### src/include/floppy_port_pkg.sv
/*
  constants, field layouts and carrier types for the floppy host register port.
  assumes a single 250 MHz clock and a host that honours the ready/direction handshake.
*/
// Operation
// - status bit 7 says the byte port may take or give a byte
// - every byte port access drops ready until the next byte can move; the code drops it only for accepted bytes, not for refused accesses
// - status bit 6 reads 1 for device-to-host, 0 for host writes
// - status bit 5 non-DMA flag only during execution phase
// - status bit 4 busy while executing; bits 3 and 2 reserved
// - status bits 1 and 0 flag drive B and drive A seeking
// - control bits 7 to 4 enable motors D, C, B, A
// - control bit 3 enables interrupt and DMA requests to host
// - control bit 2 low holds floppy function in reset
// - control bit 1 picks C or D, bit 0 picks A or B
// - control register is write-only and cleared by channel reset
// - rate bits 1:0 pick 500, 300, 250 kbit/s; 11 reserved
// - channel reset clears rate register; bits 7 to 2 unused
// - byte port steps through command and result bytes one at a time
// - busy during execution, then host reads result bytes with same handshake
// - decode control, status, data, rate at primary or secondary base
// - accept the listed floppy commands; others are invalid
// - first result byte top bits carry the termination code
package floppy_port_pkg;
  localparam logic [9:0] PRI_CTRL_ADDR   = 10'h3f2;
  localparam logic [9:0] PRI_STATUS_ADDR = 10'h3f4;
  localparam logic [9:0] PRI_DATA_ADDR   = 10'h3f5;
  localparam logic [9:0] PRI_RATE_ADDR   = 10'h3f7;
  localparam logic [9:0] SEC_CTRL_ADDR   = 10'h372;
  localparam logic [9:0] SEC_STATUS_ADDR = 10'h374;
  localparam logic [9:0] SEC_DATA_ADDR   = 10'h375;
  localparam logic [9:0] SEC_RATE_ADDR   = 10'h377;
  localparam logic [7:0] CTRL_RESET      = 8'h00;
  localparam logic [1:0] RATE_RESET      = 2'h0;
  localparam int         STAT_READY_BIT  = 7;
  localparam int         STAT_DIR_BIT    = 6;
  localparam int         STAT_NONDMA_BIT = 5;
  localparam int         STAT_BUSY_BIT   = 4;
  localparam int         CTRL_DMAEN_BIT  = 3;
  localparam int         CTRL_RUN_BIT    = 2;
  localparam logic [1:0] normal_completion = 2'h0;
  localparam logic [1:0] abrupt_completion = 2'h1;
  localparam logic [1:0] INVALID_CODE      = 2'h2;
  localparam logic [4:0] OP_READ_DATA  = 5'h06;
  localparam logic [4:0] OP_FORMAT     = 5'h0d;
  localparam logic [4:0] OP_SCAN_EQ    = 5'h11;
  localparam logic [4:0] OP_SCAN_LE    = 5'h19;
  localparam logic [4:0] OP_SCAN_HE    = 5'h1d;
  localparam logic [4:0] OP_RECAL      = 5'h07;
  localparam logic [4:0] OP_SENSE_INT  = 5'h08;
  localparam logic [4:0] OP_SPECIFY    = 5'h03;
  localparam logic [4:0] OP_SENSE_DRV  = 5'h04;
  localparam logic [4:0] OP_SEEK       = 5'h0f;
  localparam int         CLK_PERIOD_NS = 4;
  localparam int         READY_GAP_NS  = 8;
  localparam int         READY_GAP_CYC = (READY_GAP_NS + CLK_PERIOD_NS - 1) / CLK_PERIOD_NS;

  typedef struct packed {
    logic [9:0] addr;
    logic [7:0] wdata;
    logic       wr;
    logic       rd;
  } io_req_type;

  typedef struct packed {
    logic [3:0] motor_en;
    logic       sel_cd;
    logic       sel_ab;
  } drive_ctrl_type;

  typedef enum logic [2:0] {
    ST_CMD  = 3'b001,
    ST_EXEC = 3'b010,
    ST_RES  = 3'b100
  } phase_type;
endpackage : floppy_port_pkg

### src/floppy_host_register_port.sv
/*
  floppy host register port: address decode, control and rate registers,
  handshake status and the command / execution / result byte sequencer.
  assumes the host holds address and data stable while its strobe is high,
  and a floppy core on the same clock that executes commands and serves result bytes.
*/
`timescale 1ns/1ps
`default_nettype none
module floppy_host_register_port #(
  parameter int MAX_CMD_BYTES = 9
) (
  input  wire logic                           clk,            // 250 MHz
  input  wire logic                           rst,            // channel reset, sync high
  input  wire logic                           base_secondary, // strap pin, 1 = secondary base
  input  wire floppy_port_pkg::io_req_type    io,             // host address, data, strobes
  output var  logic [7:0]                     rdata,          // host read data
  output var  logic                           rdata_oe,       // drive host data bus
  output var  floppy_port_pkg::drive_ctrl_type drive,         // motors and selects
  output var  logic                           fdc_reset,      // floppy core held in reset
  output var  logic [1:0]                     data_rate,      // 00 500k, 01 300k, 10 250k
  input  wire logic                           core_irq,       // core interrupt request
  input  wire logic                           core_drq,       // core dma request
  output var  logic                           irq,            // gated interrupt to host
  output var  logic                           drq,            // gated dma request to host
  input  wire logic [1:0]                     seek_busy,      // bit1 drive B, bit0 drive A
  input  wire logic                           nondma_req,     // core moves data without dma
  output var  logic                           cmd_byte_valid, // one-cycle pulse
  output var  logic [7:0]                     cmd_byte,       // accepted command byte
  output var  logic [3:0]                     cmd_index,      // its position in the command
  output var  logic                           exec_start,     // one-cycle pulse
  output var  logic [4:0]                     exec_opcode,    // command code being executed
  input  wire logic                           exec_done,      // one-cycle pulse from core
  input  wire logic [1:0]                     exec_term,      // termination code with done
  output var  logic [2:0]                     res_index,      // result byte wanted from core
  input  wire logic [7:0]                     res_data        // result byte at res_index
);
  import floppy_port_pkg::*;

  initial
  begin
    if (MAX_CMD_BYTES < 9 || MAX_CMD_BYTES > 15)
      $error("MAX_CMD_BYTES must cover nine command bytes and fit four bits");
  end

  function automatic logic [3:0] cmd_len(input logic [4:0] op);
    case (op)
      OP_READ_DATA, OP_SCAN_EQ, OP_SCAN_LE, OP_SCAN_HE: cmd_len = 4'h9;
      OP_FORMAT:                                        cmd_len = 4'h6;
      OP_SPECIFY, OP_SEEK:                              cmd_len = 4'h3;
      OP_RECAL, OP_SENSE_DRV:                           cmd_len = 4'h2;
      default:                                          cmd_len = 4'h1;
    endcase
  endfunction : cmd_len

  function automatic logic [2:0] res_len(input logic [4:0] op);
    case (op)
      OP_READ_DATA, OP_FORMAT, OP_SCAN_EQ, OP_SCAN_LE, OP_SCAN_HE: res_len = 3'h7;
      OP_SENSE_INT: res_len = 3'h2;
      OP_SENSE_DRV: res_len = 3'h1;
      default:      res_len = 3'h0;
    endcase
  endfunction : res_len

  function automatic logic is_valid(input logic [4:0] op);
    case (op)
      OP_READ_DATA, OP_FORMAT, OP_SCAN_EQ, OP_SCAN_LE, OP_SCAN_HE,
      OP_RECAL, OP_SENSE_INT, OP_SPECIFY, OP_SENSE_DRV, OP_SEEK: is_valid = 1'b1;
      default: is_valid = 1'b0;
    endcase
  endfunction : is_valid

  // pin synchroniser: bit2 strap, bit1 write strobe, bit0 read strobe
  logic [2:0] s1_reg;
  logic [2:0] s2_reg;
  logic [2:0] s3_reg;
  logic [2:0] lvl_reg;

  always_ff @(posedge clk)
  begin
    if (rst)
    begin
      s1_reg  <= 3'h0;
      s2_reg  <= 3'h0;
      s3_reg  <= 3'h0;
      lvl_reg <= 3'h0;
    end
    else
    begin
      s1_reg <= {base_secondary, io.wr, io.rd};
      s2_reg <= s1_reg;
      s3_reg <= s2_reg;
      for (int i = 0; i < 3; i++)
        if (s2_reg[i] == s3_reg[i])
          lvl_reg[i] <= s3_reg[i];
    end
  end

  logic rd_evt;
  logic wr_evt;
  assign rd_evt = (s2_reg[0] == s3_reg[0]) && s3_reg[0] && !lvl_reg[0];
  assign wr_evt = (s2_reg[1] == s3_reg[1]) && s3_reg[1] && !lvl_reg[1];

  logic hit_ctrl;
  logic hit_status;
  logic hit_data;
  logic hit_rate;
  assign hit_ctrl   = io.addr == (lvl_reg[2] ? SEC_CTRL_ADDR : PRI_CTRL_ADDR);
  assign hit_status = io.addr == (lvl_reg[2] ? SEC_STATUS_ADDR : PRI_STATUS_ADDR);
  assign hit_data   = io.addr == (lvl_reg[2] ? SEC_DATA_ADDR : PRI_DATA_ADDR);
  assign hit_rate   = io.addr == (lvl_reg[2] ? SEC_RATE_ADDR : PRI_RATE_ADDR);

  logic [7:0] ctrl_reg;
  logic [1:0] rate_reg;

  // both registers are write-only; reads of their addresses are not answered
  always_ff @(posedge clk)
  begin
    if (rst)
      ctrl_reg <= CTRL_RESET;
    else if (wr_evt && hit_ctrl)
      ctrl_reg <= io.wdata;
  end

  always_ff @(posedge clk)
  begin
    if (rst)
      rate_reg <= RATE_RESET;
    else if (wr_evt && hit_rate)
      rate_reg <= io.wdata[1:0];
  end

  always_ff @(posedge clk)
  begin
    if (rst)
    begin
      drive     <= '0;
      fdc_reset <= 1'b1;
      data_rate <= RATE_RESET;
      irq       <= 1'b0;
      drq       <= 1'b0;
    end
    else
    begin
      drive.motor_en <= ctrl_reg[7:4];
      drive.sel_cd   <= ctrl_reg[1];
      drive.sel_ab   <= ctrl_reg[0];
      fdc_reset      <= !ctrl_reg[CTRL_RUN_BIT];
      data_rate      <= rate_reg;
      irq            <= core_irq && ctrl_reg[CTRL_DMAEN_BIT];
      drq            <= core_drq && ctrl_reg[CTRL_DMAEN_BIT];
    end
  end

  phase_type  state_reg;
  logic       ready_reg;
  logic [1:0] gap_reg;
  logic [3:0] idx_reg;
  logic [3:0] need_reg;
  logic [4:0] op_reg;
  logic [2:0] res_total_reg;
  logic [1:0] term_reg;
  logic       invalid_reg;

  logic       dir_now;
  logic       data_wr_ok;
  logic       data_rd_ok;
  logic       data_bad;
  logic [3:0] len_now;
  logic [7:0] status_now;
  logic [7:0] res_byte_now;

  assign dir_now    = state_reg == ST_RES;
  assign data_wr_ok = wr_evt && hit_data && ready_reg && !dir_now;
  assign data_rd_ok = rd_evt && hit_data && ready_reg && dir_now;
  assign data_bad   = (wr_evt || rd_evt) && hit_data && !data_wr_ok && !data_rd_ok;
  assign len_now    = (idx_reg == 4'h0) ? cmd_len(io.wdata[4:0]) : need_reg;
  // bits 3 and 2 read as zero
  assign status_now = {ready_reg, dir_now,
                       nondma_req && (state_reg == ST_EXEC),
                       state_reg == ST_EXEC, 2'b00, seek_busy};
  assign res_byte_now = (res_index != 3'h0) ? res_data :
                        invalid_reg ? {term_reg, 6'h00} : {term_reg, res_data[5:0]};

  // the byte sequencer; a core reset pulls it back to the command phase
  always_ff @(posedge clk)
  begin
    if (rst || fdc_reset)
    begin
      state_reg      <= ST_CMD;
      idx_reg        <= 4'h0;
      need_reg       <= 4'h0;
      op_reg         <= 5'h00;
      res_total_reg  <= 3'h0;
      term_reg       <= normal_completion;
      invalid_reg    <= 1'b0;
      res_index      <= 3'h0;
      exec_start     <= 1'b0;
      exec_opcode    <= 5'h00;
      cmd_byte_valid <= 1'b0;
      cmd_byte       <= 8'h00;
      cmd_index      <= 4'h0;
    end
    else
    begin
      exec_start     <= 1'b0;
      cmd_byte_valid <= 1'b0;
      case (state_reg)
        ST_CMD:
        begin
          if (data_wr_ok)
          begin
            cmd_byte_valid <= 1'b1;
            cmd_byte       <= io.wdata;
            cmd_index      <= idx_reg;
            if (idx_reg == 4'h0)
            begin
              op_reg   <= io.wdata[4:0];
              need_reg <= len_now;
            end
            if (idx_reg + 4'h1 == len_now)
            begin
              idx_reg <= 4'h0;
              if (idx_reg == 4'h0 && !is_valid(io.wdata[4:0]))
              begin
                invalid_reg   <= 1'b1;
                term_reg      <= INVALID_CODE;
                res_total_reg <= 3'h1;
                res_index     <= 3'h0;
                state_reg     <= ST_RES;
              end
              else
              begin
                invalid_reg <= 1'b0;
                exec_start  <= 1'b1;
                exec_opcode <= (idx_reg == 4'h0) ? io.wdata[4:0] : op_reg;
                state_reg   <= ST_EXEC;
              end
            end
            else
              idx_reg <= idx_reg + 4'h1;
          end
        end
        ST_EXEC:
        begin
          if (exec_done)
          begin
            term_reg      <= exec_term;
            res_total_reg <= res_len(op_reg);
            res_index     <= 3'h0;
            state_reg     <= (res_len(op_reg) == 3'h0) ? ST_CMD : ST_RES;
          end
        end
        ST_RES:
        begin
          if (data_rd_ok)
          begin
            if (res_index + 3'h1 == res_total_reg)
            begin
              res_index <= 3'h0;
              state_reg <= ST_CMD;
            end
            else
              res_index <= res_index + 3'h1;
          end
        end
        default:
          state_reg <= ST_CMD;
      endcase
    end
  end

  // ready drops on each accepted byte and returns after a short gap;
  // it stays low through execution since data moves by the core there
  always_ff @(posedge clk)
  begin
    if (rst || fdc_reset)
    begin
      ready_reg <= 1'b1;
      gap_reg   <= 2'h0;
    end
    else if (data_wr_ok || data_rd_ok)
    begin
      ready_reg <= 1'b0;
      gap_reg   <= 2'(READY_GAP_CYC);
    end
    else if (gap_reg != 2'h0)
      gap_reg <= gap_reg - 2'h1;
    else
      ready_reg <= state_reg != ST_EXEC;
  end

  // read port answers status and data; unmapped reads leave the bus alone
  always_ff @(posedge clk)
  begin
    if (rst)
    begin
      rdata    <= 8'h00;
      rdata_oe <= 1'b0;
    end
    else if (rd_evt && hit_status)
    begin
      rdata    <= status_now;
      rdata_oe <= 1'b1;
    end
    else if (rd_evt && hit_data)
    begin
      rdata    <= data_rd_ok ? res_byte_now : 8'h00;
      rdata_oe <= 1'b1;
    end
    else if (!lvl_reg[0] || !s3_reg[0])
      rdata_oe <= 1'b0;
  end
endmodule : floppy_host_register_port
`default_nettype wire

### config.mk
export PLATFORM = sky130hd
export DESIGN_NAME = floppy_host_register_port
export DESIGN_NICKNAME = d
export VERILOG_FILES = /design/src/include/floppy_port_pkg.sv /design/src/floppy_host_register_port.sv
export SDC_FILE = /design/constraint.sdc
export NUM_CORES = 1
export LEC_CHECK = 0
export BUFFER_PORTS_ARGS = -buffer_cell sky130_fd_sc_hd__clkbuf_2
export CORE_MARGIN = 8
export CORE_UTILIZATION = 49
export CTS_CLUSTER_DIAMETER = 60
export DETAILED_ROUTE_END_ITERATION = 16
export GPL_TIMING_DRIVEN = 0
export HOLD_SLACK_MARGIN = 0.15
export PLACE_DENSITY = 0.75
export SLEW_MARGIN = 20
export SYNTH_ARGS = -nofsm -noshare
export SYNTH_HDL_FRONTEND = slang
export SYNTH_SLANG_ARGS = --single-unit
### constraint.sdc
create_clock -name clk -period 2.7 [get_ports clk]
set_input_delay 0.27 -clock clk [delete_from_list [all_inputs] [get_ports clk]]
set_output_delay 0.27 -clock clk [all_outputs]
set_load 0.02 [all_outputs]
==> results of run 1 <==
## worst register-to-register path, delay by kind of cell, from the launching register on
kind / cells / cell delay (ns)
AOI/OAI and AO/OA: 4 / 1.02
xor gates and xnor gates: 1 / 0.16
buffers and inverters: 1 / 0.17
DFF: 1 / 0.35
and+or+nand+nor: 2 / 0.83
## final timing paths
path	start	end	slack, ns	cells after the start
max	lvl_reg[2]$_SDFFE_PP0N_	state_reg[0]$_SDFFE_PP1P_	0.06	8
min	res_data[3]	rdata[3]$_SDFFE_PP0P_	0.16	3
max reg2reg	lvl_reg[2]$_SDFFE_PP0N_	state_reg[0]$_SDFFE_PP1P_	0.06	8
min reg2reg	ctrl_reg[2]$_SDFFE_PP0P_	fdc_reset$_SDFF_PP1_	0.40	1
## per-stage QoR
stage	setup WS (ns)	util (%)	hold WS [ns]	std cells
final	0.0619	61.7	0.158	668
after detailed placement	-0.278	57.4	0.384	642
after global routing	-0.00657	61.7	0.161	668
after floorplan	0.119	-	0.370	462
after CTS	0.0466	61.2	0.162	667
after global placement	-0.229	57.4	0.378	642
## timing repair
action / in CTS / in global routing
gates cloned: 0 / 0
resized for setup: 5 / 6
hold endpoints to repair: 11 / 0
setup endpoints to repair: 14 / 15
hold buffers: 11 / 0
pin swaps: 0 / 2
setup buffers: 0 / 2
## power groups by stage
stage	Combinational (mW)	Clock [mW]	Sequential (mW)
after floorplan	0.0632	0	1.35
after global routing	0.144	0.916	1.32
after detailed placement	0.115	0	1.35
after CTS	0.129	0.866	1.32
after global placement	0.114	0	1.35
final	0.131	0.850	1.32
## cell usage after synthesis, drive strengths merged, types with 3 or more instances
library cell  count
nand3b            3
nand2            64
a31o              3
or3               4
inv              13
nor2b            23
buf               4
nand3             8
o21ai            10
clkbuf           23
or2               3
mux2i            17
or4               3
a21oi            47
nor3b             8
xnor2             6
nor3              5
ha               10
nand2b            9
a211oi            9
a31oi             5
xor2              5
dfxtp            89
nor2             53
nand4             4
## cells by family after synthesis
kind of cell,Yosys count
AND/OR/NAND/NOR,202
AO/OA/AOI/OAI,91
flip-flops,89
buffers and inverters,40
multiplexers,19
XOR/XNOR,11
adder cells (fa/ha/maj),10
## placed cells by master, fill, tap and decap left out, drive strengths merged, types with 4 or more instances in the layout
| cell type | instances |
|---|---|
| a211oi | 9 |
| a21oi | 47 |
| a31oi | 5 |
| buf | 6 |
| clkbuf | 108 |
| dfxtp | 89 |
| dlygate4sd3 | 11 |
| ha | 10 |
| inv | 15 |
| mux2i | 17 |
| nand2 | 64 |
| nand2b | 9 |
| nand3 | 8 |
| nand4 | 4 |
| nor2 | 53 |
| nor2b | 23 |
| nor3 | 5 |
| nor3b | 8 |
| o21ai | 10 |
| or3 | 4 |
| xnor2 | 6 |
| xor2 | 5 |
## area by class of cell
| class | instances | area (sq um) |
|---|---|---|
| well taps | 102 | 128 |
| flip-flops and latches | 89 | 1780 |
| repair buffers | 91 | 515 |
| clock inverters | 6 | 52.6 |
| plain buffers | 24 | 98.8 |
| fillers | 707 | 2970 |
| inverters | 13 | 48.8 |
| clock buffers | 10 | 128 |
| multi-input cells | 333 | 2040 |
## layer usage
layer  vias up  track usage [%]
met2       103             29.2
met5         -                0
met1      1631             20.6
met3        18             5.54
li1       1783                -
met4         0             7.54
==> impl_metrics.toml, run 1 <==
[die]
die_w_um = 106
num_io_pins = 81
core-area_sq_um = 7770
dieHeight_um = 106
initial_utilization_pct = 50.7
die_area_sq_um = 11200
rows = 32

[final_layout]
final_area_sq_um = 4790
syn_to_final_growth_pct = 21.8
final_nets = 610
n_antenna_cell = 0
final_layout_size_suffix_gt1_share_pct = 21.0

[cts]
cts.sinks = 89
cts_made_buffers = 9
htreeDepth = 3
clock_latency_ns = 0.36
clock-root-buffer = "clkbuf_8"
clkTransAtPathRegs_ns = 0.09
cts_tree = "built"
cts_buffer_depth = 2

[sta]
fin_worst_skew_ns = 0.00669
maxSlewHeadroom_pct = 58.8
finalCritPeriodShare_pct = 97.7
setup_violations = 0
fmax_mhz = 379
setup-tns-final_ns = 0
worstMarginPinSlew_ns = 0.618
fin_crit_ns = 2.64
slew_violations = 0
hold_viol = 0

[setup_path]
arrival_ns = 2.89
crit_buf_inv = 1
end_kind = "register"
crit_chain = "xnor2_2, or3_4, or4_1, buf_4, o31a_1, a211oi_4, o21ai_1, a221o_1"
path_class = "register to register"
cp.required_ns = 2.95
cp-start-kind = "register"
crit_family = "compound AO/OA/AOI/OAI gates"
critPathSlowestCell = "or4_1"
critPathMaxStageDelay_ns = 0.47
cp_max_fo = 6

[drt]
wl_per_cell_um = 14.8
vias_per_cell = 5.29
dr.pass1.iters = 4
routed_wl_mm = 9.88
drtIter0Drc = 101
dr_wl_met2_mm = 4.50
met1_length_mm = 4.47
drcViolationCount = 0
drtAntennaViolNets = 0
route.top_layer_used = "met4"
wl_met3_um = 695
num_vias = 3535

[grt]
grt_pass1_vias = 3656
grt_first_pass_wirelength_mm = 16.4
grt_max_degree = 17
grt_usage_pct = 17.6
grt_overflow = 0
antenna_found_initial = 0

[synthesis]
netlist_area_sq_um = 3940
synth_compound_area_share_pct = 14.6
syn_nets = 511
async_reset_ff_share_pct = 0
synth_mux_area_share_pct = 4.89
syn_inst = 462
synth_top_family_by_area = "simple AND/OR/NAND/NOR gates"
yosys.area.top_type_share_pct = 45.2
synth_edf_count = 0
yosys.area_share.simple_pct = 25.8
yosysWarningCount = 0
synth_cell_types = 57
synth_xor_area_share_pct = 2.45
synthTopCellsByArea = "dfxtp_1 (45%), nand2_1 (6.1%), a21oi_1 (6.0%)"
avgSynthCellArea_sq_um = 8.52
synth.largest_area_cell = "dfxtp_1"
ys_seq_elements = 89
ys.flop_type = "dfxtp_1"
ys_seq_area_share_pct = 45.2
synthAdderAreaFrac_pct = 3.18

[power]
p_sw_mw = 0.576
p_seq_share_pct = 57.4
switching_share_pct = 25.0
cellLeakagePower_nw = 1.94
pwr-share-comb_pct = 5.7
power_mw = 2.30
p_int_mw = 1.72
power_frac_clock_pct = 37.0
vdd_drop_max_mv = 0.264
powerDensity_nw_per_um2 = 480

[status]
status = "complete, no violations"

[hold_path]
min_path_type = "input port to register"

[placement]
post-dp-hpwl_mm = 7.36
gp_congestion = 0.891
postPlaceCellArea_sq_um = 4460
port-buffer-count = 78

[job]
drv_cap = 0
Note: power is estimated with default switching activity, not from simulation.
==> run 2, diff against run 1 <==
Settings changed: MAX_ROUTING_LAYER set to met4.
==> run 2 against run 1 <==
Effect of this change: worst setup slack improved by 0.015 ns; clock power up 0.9%; fmax grew 0.59%; core utilization shrank 0.097 points; wire length rose by 2.8%; critical path type unchanged; largest cell class unchanged.
==> impl_metrics.toml, run 2 (same netlist as run 1, synthesis figures left out) <==
[sta]
setup_violations = 0
hold_viol = 0
slew_violations = 0
fin_worst_skew_ns = 0.00609
fmax_mhz = 381
setup-tns-final_ns = 0
worstMarginPinSlew_ns = 0.653
fin_crit_ns = 2.62
maxSlewHeadroom_pct = 56.5
finalCritPeriodShare_pct = 97.1

[die]
core-area_sq_um = 7770
num_io_pins = 81
initial_utilization_pct = 50.7
die_w_um = 106
dieHeight_um = 106
rows = 32
die_area_sq_um = 11200

[setup_path]
arrival_ns = 2.89
path_class = "register to register"
cp-start-kind = "register"
end_kind = "register"
rrSetupSlack_ns = 0.08
cp.required_ns = 2.97
cp_max_fo = 6

[final_layout]
n_fill_cell = 689
final_layout_size_suffix_gt1_share_pct = 20.8
final_area_sq_um = 4790
fin_util_pct = 61.6
final_cell_mix = "dfxtp_1 (87), clkbuf_2 (78), nand2_1 (64), nor2_1 (52), a21oi_1 (47)"
final_common_cell = "dfxtp_1"
final_nets = 610
n_antenna_cell = 0
syn_to_final_growth_pct = 21.6

[cts]
cts_made_buffers = 9
cts_buffer_depth = 2
cts.sinks = 89
cts_tree = "built"
clock-root-buffer = "clkbuf_8"
htreeDepth = 3
clkTransAtPathRegs_ns = 0.09
clock_latency_ns = 0.37

[grt]
grt_first_pass_wirelength_mm = 16.9
grt_pass1_vias = 3599
grt_overflow = 0
grt_usage_pct = 18.9
antenna_found_initial = 0
grt_max_degree = 17

[hold_path]
min_path_type = "input port to register"

[power]
vdd_drop_max_mv = 0.245
power_mw = 2.31
cellLeakagePower_nw = 1.93
powerDensity_nw_per_um2 = 483

[drt]
drtIter0Drc = 195
dr.pass1.iters = 4
vias_per_cell = 5.38
drcViolationCount = 0
num_vias = 3593
drtAntennaViolNets = 0
wl_per_cell_um = 15.2
routed_wl_mm = 10.2

[placement]
gp_congestion = 0.892
postPlaceCellArea_sq_um = 4460
post-dp-hpwl_mm = 7.45
port-buffer-count = 78

[job]
drv_cap = 0

[status]
status = "complete, no violations"
run 2: cell count changes in the layout (fill, tap and decap cells not counted):
| cell | change |
|---|---|
| inv_6 | +3 |
| a31oi_1 | +1 |
| buf_2 | +1 |
| dlygate4sd3_1 | +1 |
| dfxtp_2 | +1 |
| buf_4 | -2 |
| inv_8 | -1 |
| clkinv_4 | -2 |
| dfxtp_1 | -1 |
| a31oi_2 | -1 |
run 2: stage by stage:
stage          hold slack, ns  worst slack [ns]  instances
2_1_floorplan           0.370             0.119        462
3_3_place_gp            0.378            -0.236        642
3_5_place_dp            0.388            -0.272        642
4_1_cts                 0.150            0.0658        667
5_1_grt                 0.164          -0.00585        668
6_report                0.163            0.0773        668
run 2: power by group:
part           internal (mW)  total (mW)  switching (mW)
Combinational         0.0611       0.133          0.0724
Clock                  0.348       0.858           0.510
Sequential              1.32        1.32         0.00247
Total                   1.73        2.31           0.585
run 2: worst max-delay path, stage by stage (launching register included):
cell and delay [ns]:
dfxtp_2 0.35, xnor2_2 0.15, or3_4 0.35, or4_1 0.46
buf_2 0.17, o31a_1 0.30, a211oi_4 0.29, o21ai_1 0.10
a221o_1 0.34
run 2: cell type report:
cell class / count / area [sq um] / area share (%)
tap: 102 / 128 / 2.67
inverter: 13 / 48.8 / 1.02
clock buffer: 10 / 128 / 2.67
multi-input combinational: 333 / 2030 / 42.5
clock inverter: 6 / 50.0 / 1.05
sequential: 89 / 1780 / 37.3
buffer: 24 / 96.3 / 2.01
timing repair buffer: 91 / 518 / 10.8
run 2: repair_timing:
item                                    4_1_cts  5_1_grt
pin swaps                                     0        2
endpoints found under the hold margin        13        0
hold buffers                                 12        0
gates resized for setup                       4        6
setup buffers                                 0        1
endpoints found under the setup margin       15       11
run 2: path summary, 6_finish.rpt:
check	startpoint	depth (start not counted)	endpoint
worst min register to register	ctrl_reg[2]$_SDFFE_PP0P_	1	fdc_reset$_SDFF_PP1_
worst max-delay path	lvl_reg[2]$_SDFFE_PP0N_	8	state_reg[0]$_SDFFE_PP1P_
worst min-delay path	core_drq	2	drq$_SDFF_PP0_
worst max register to register	lvl_reg[2]$_SDFFE_PP0N_	8	state_reg[0]$_SDFFE_PP1P_
run 2: metal layers:
metal	track usage, %	share of wire [%]
met5	-	0
met4	7.54	1.5
met3	5.18	7.4
met2	30.2	46
met1	22.1	45
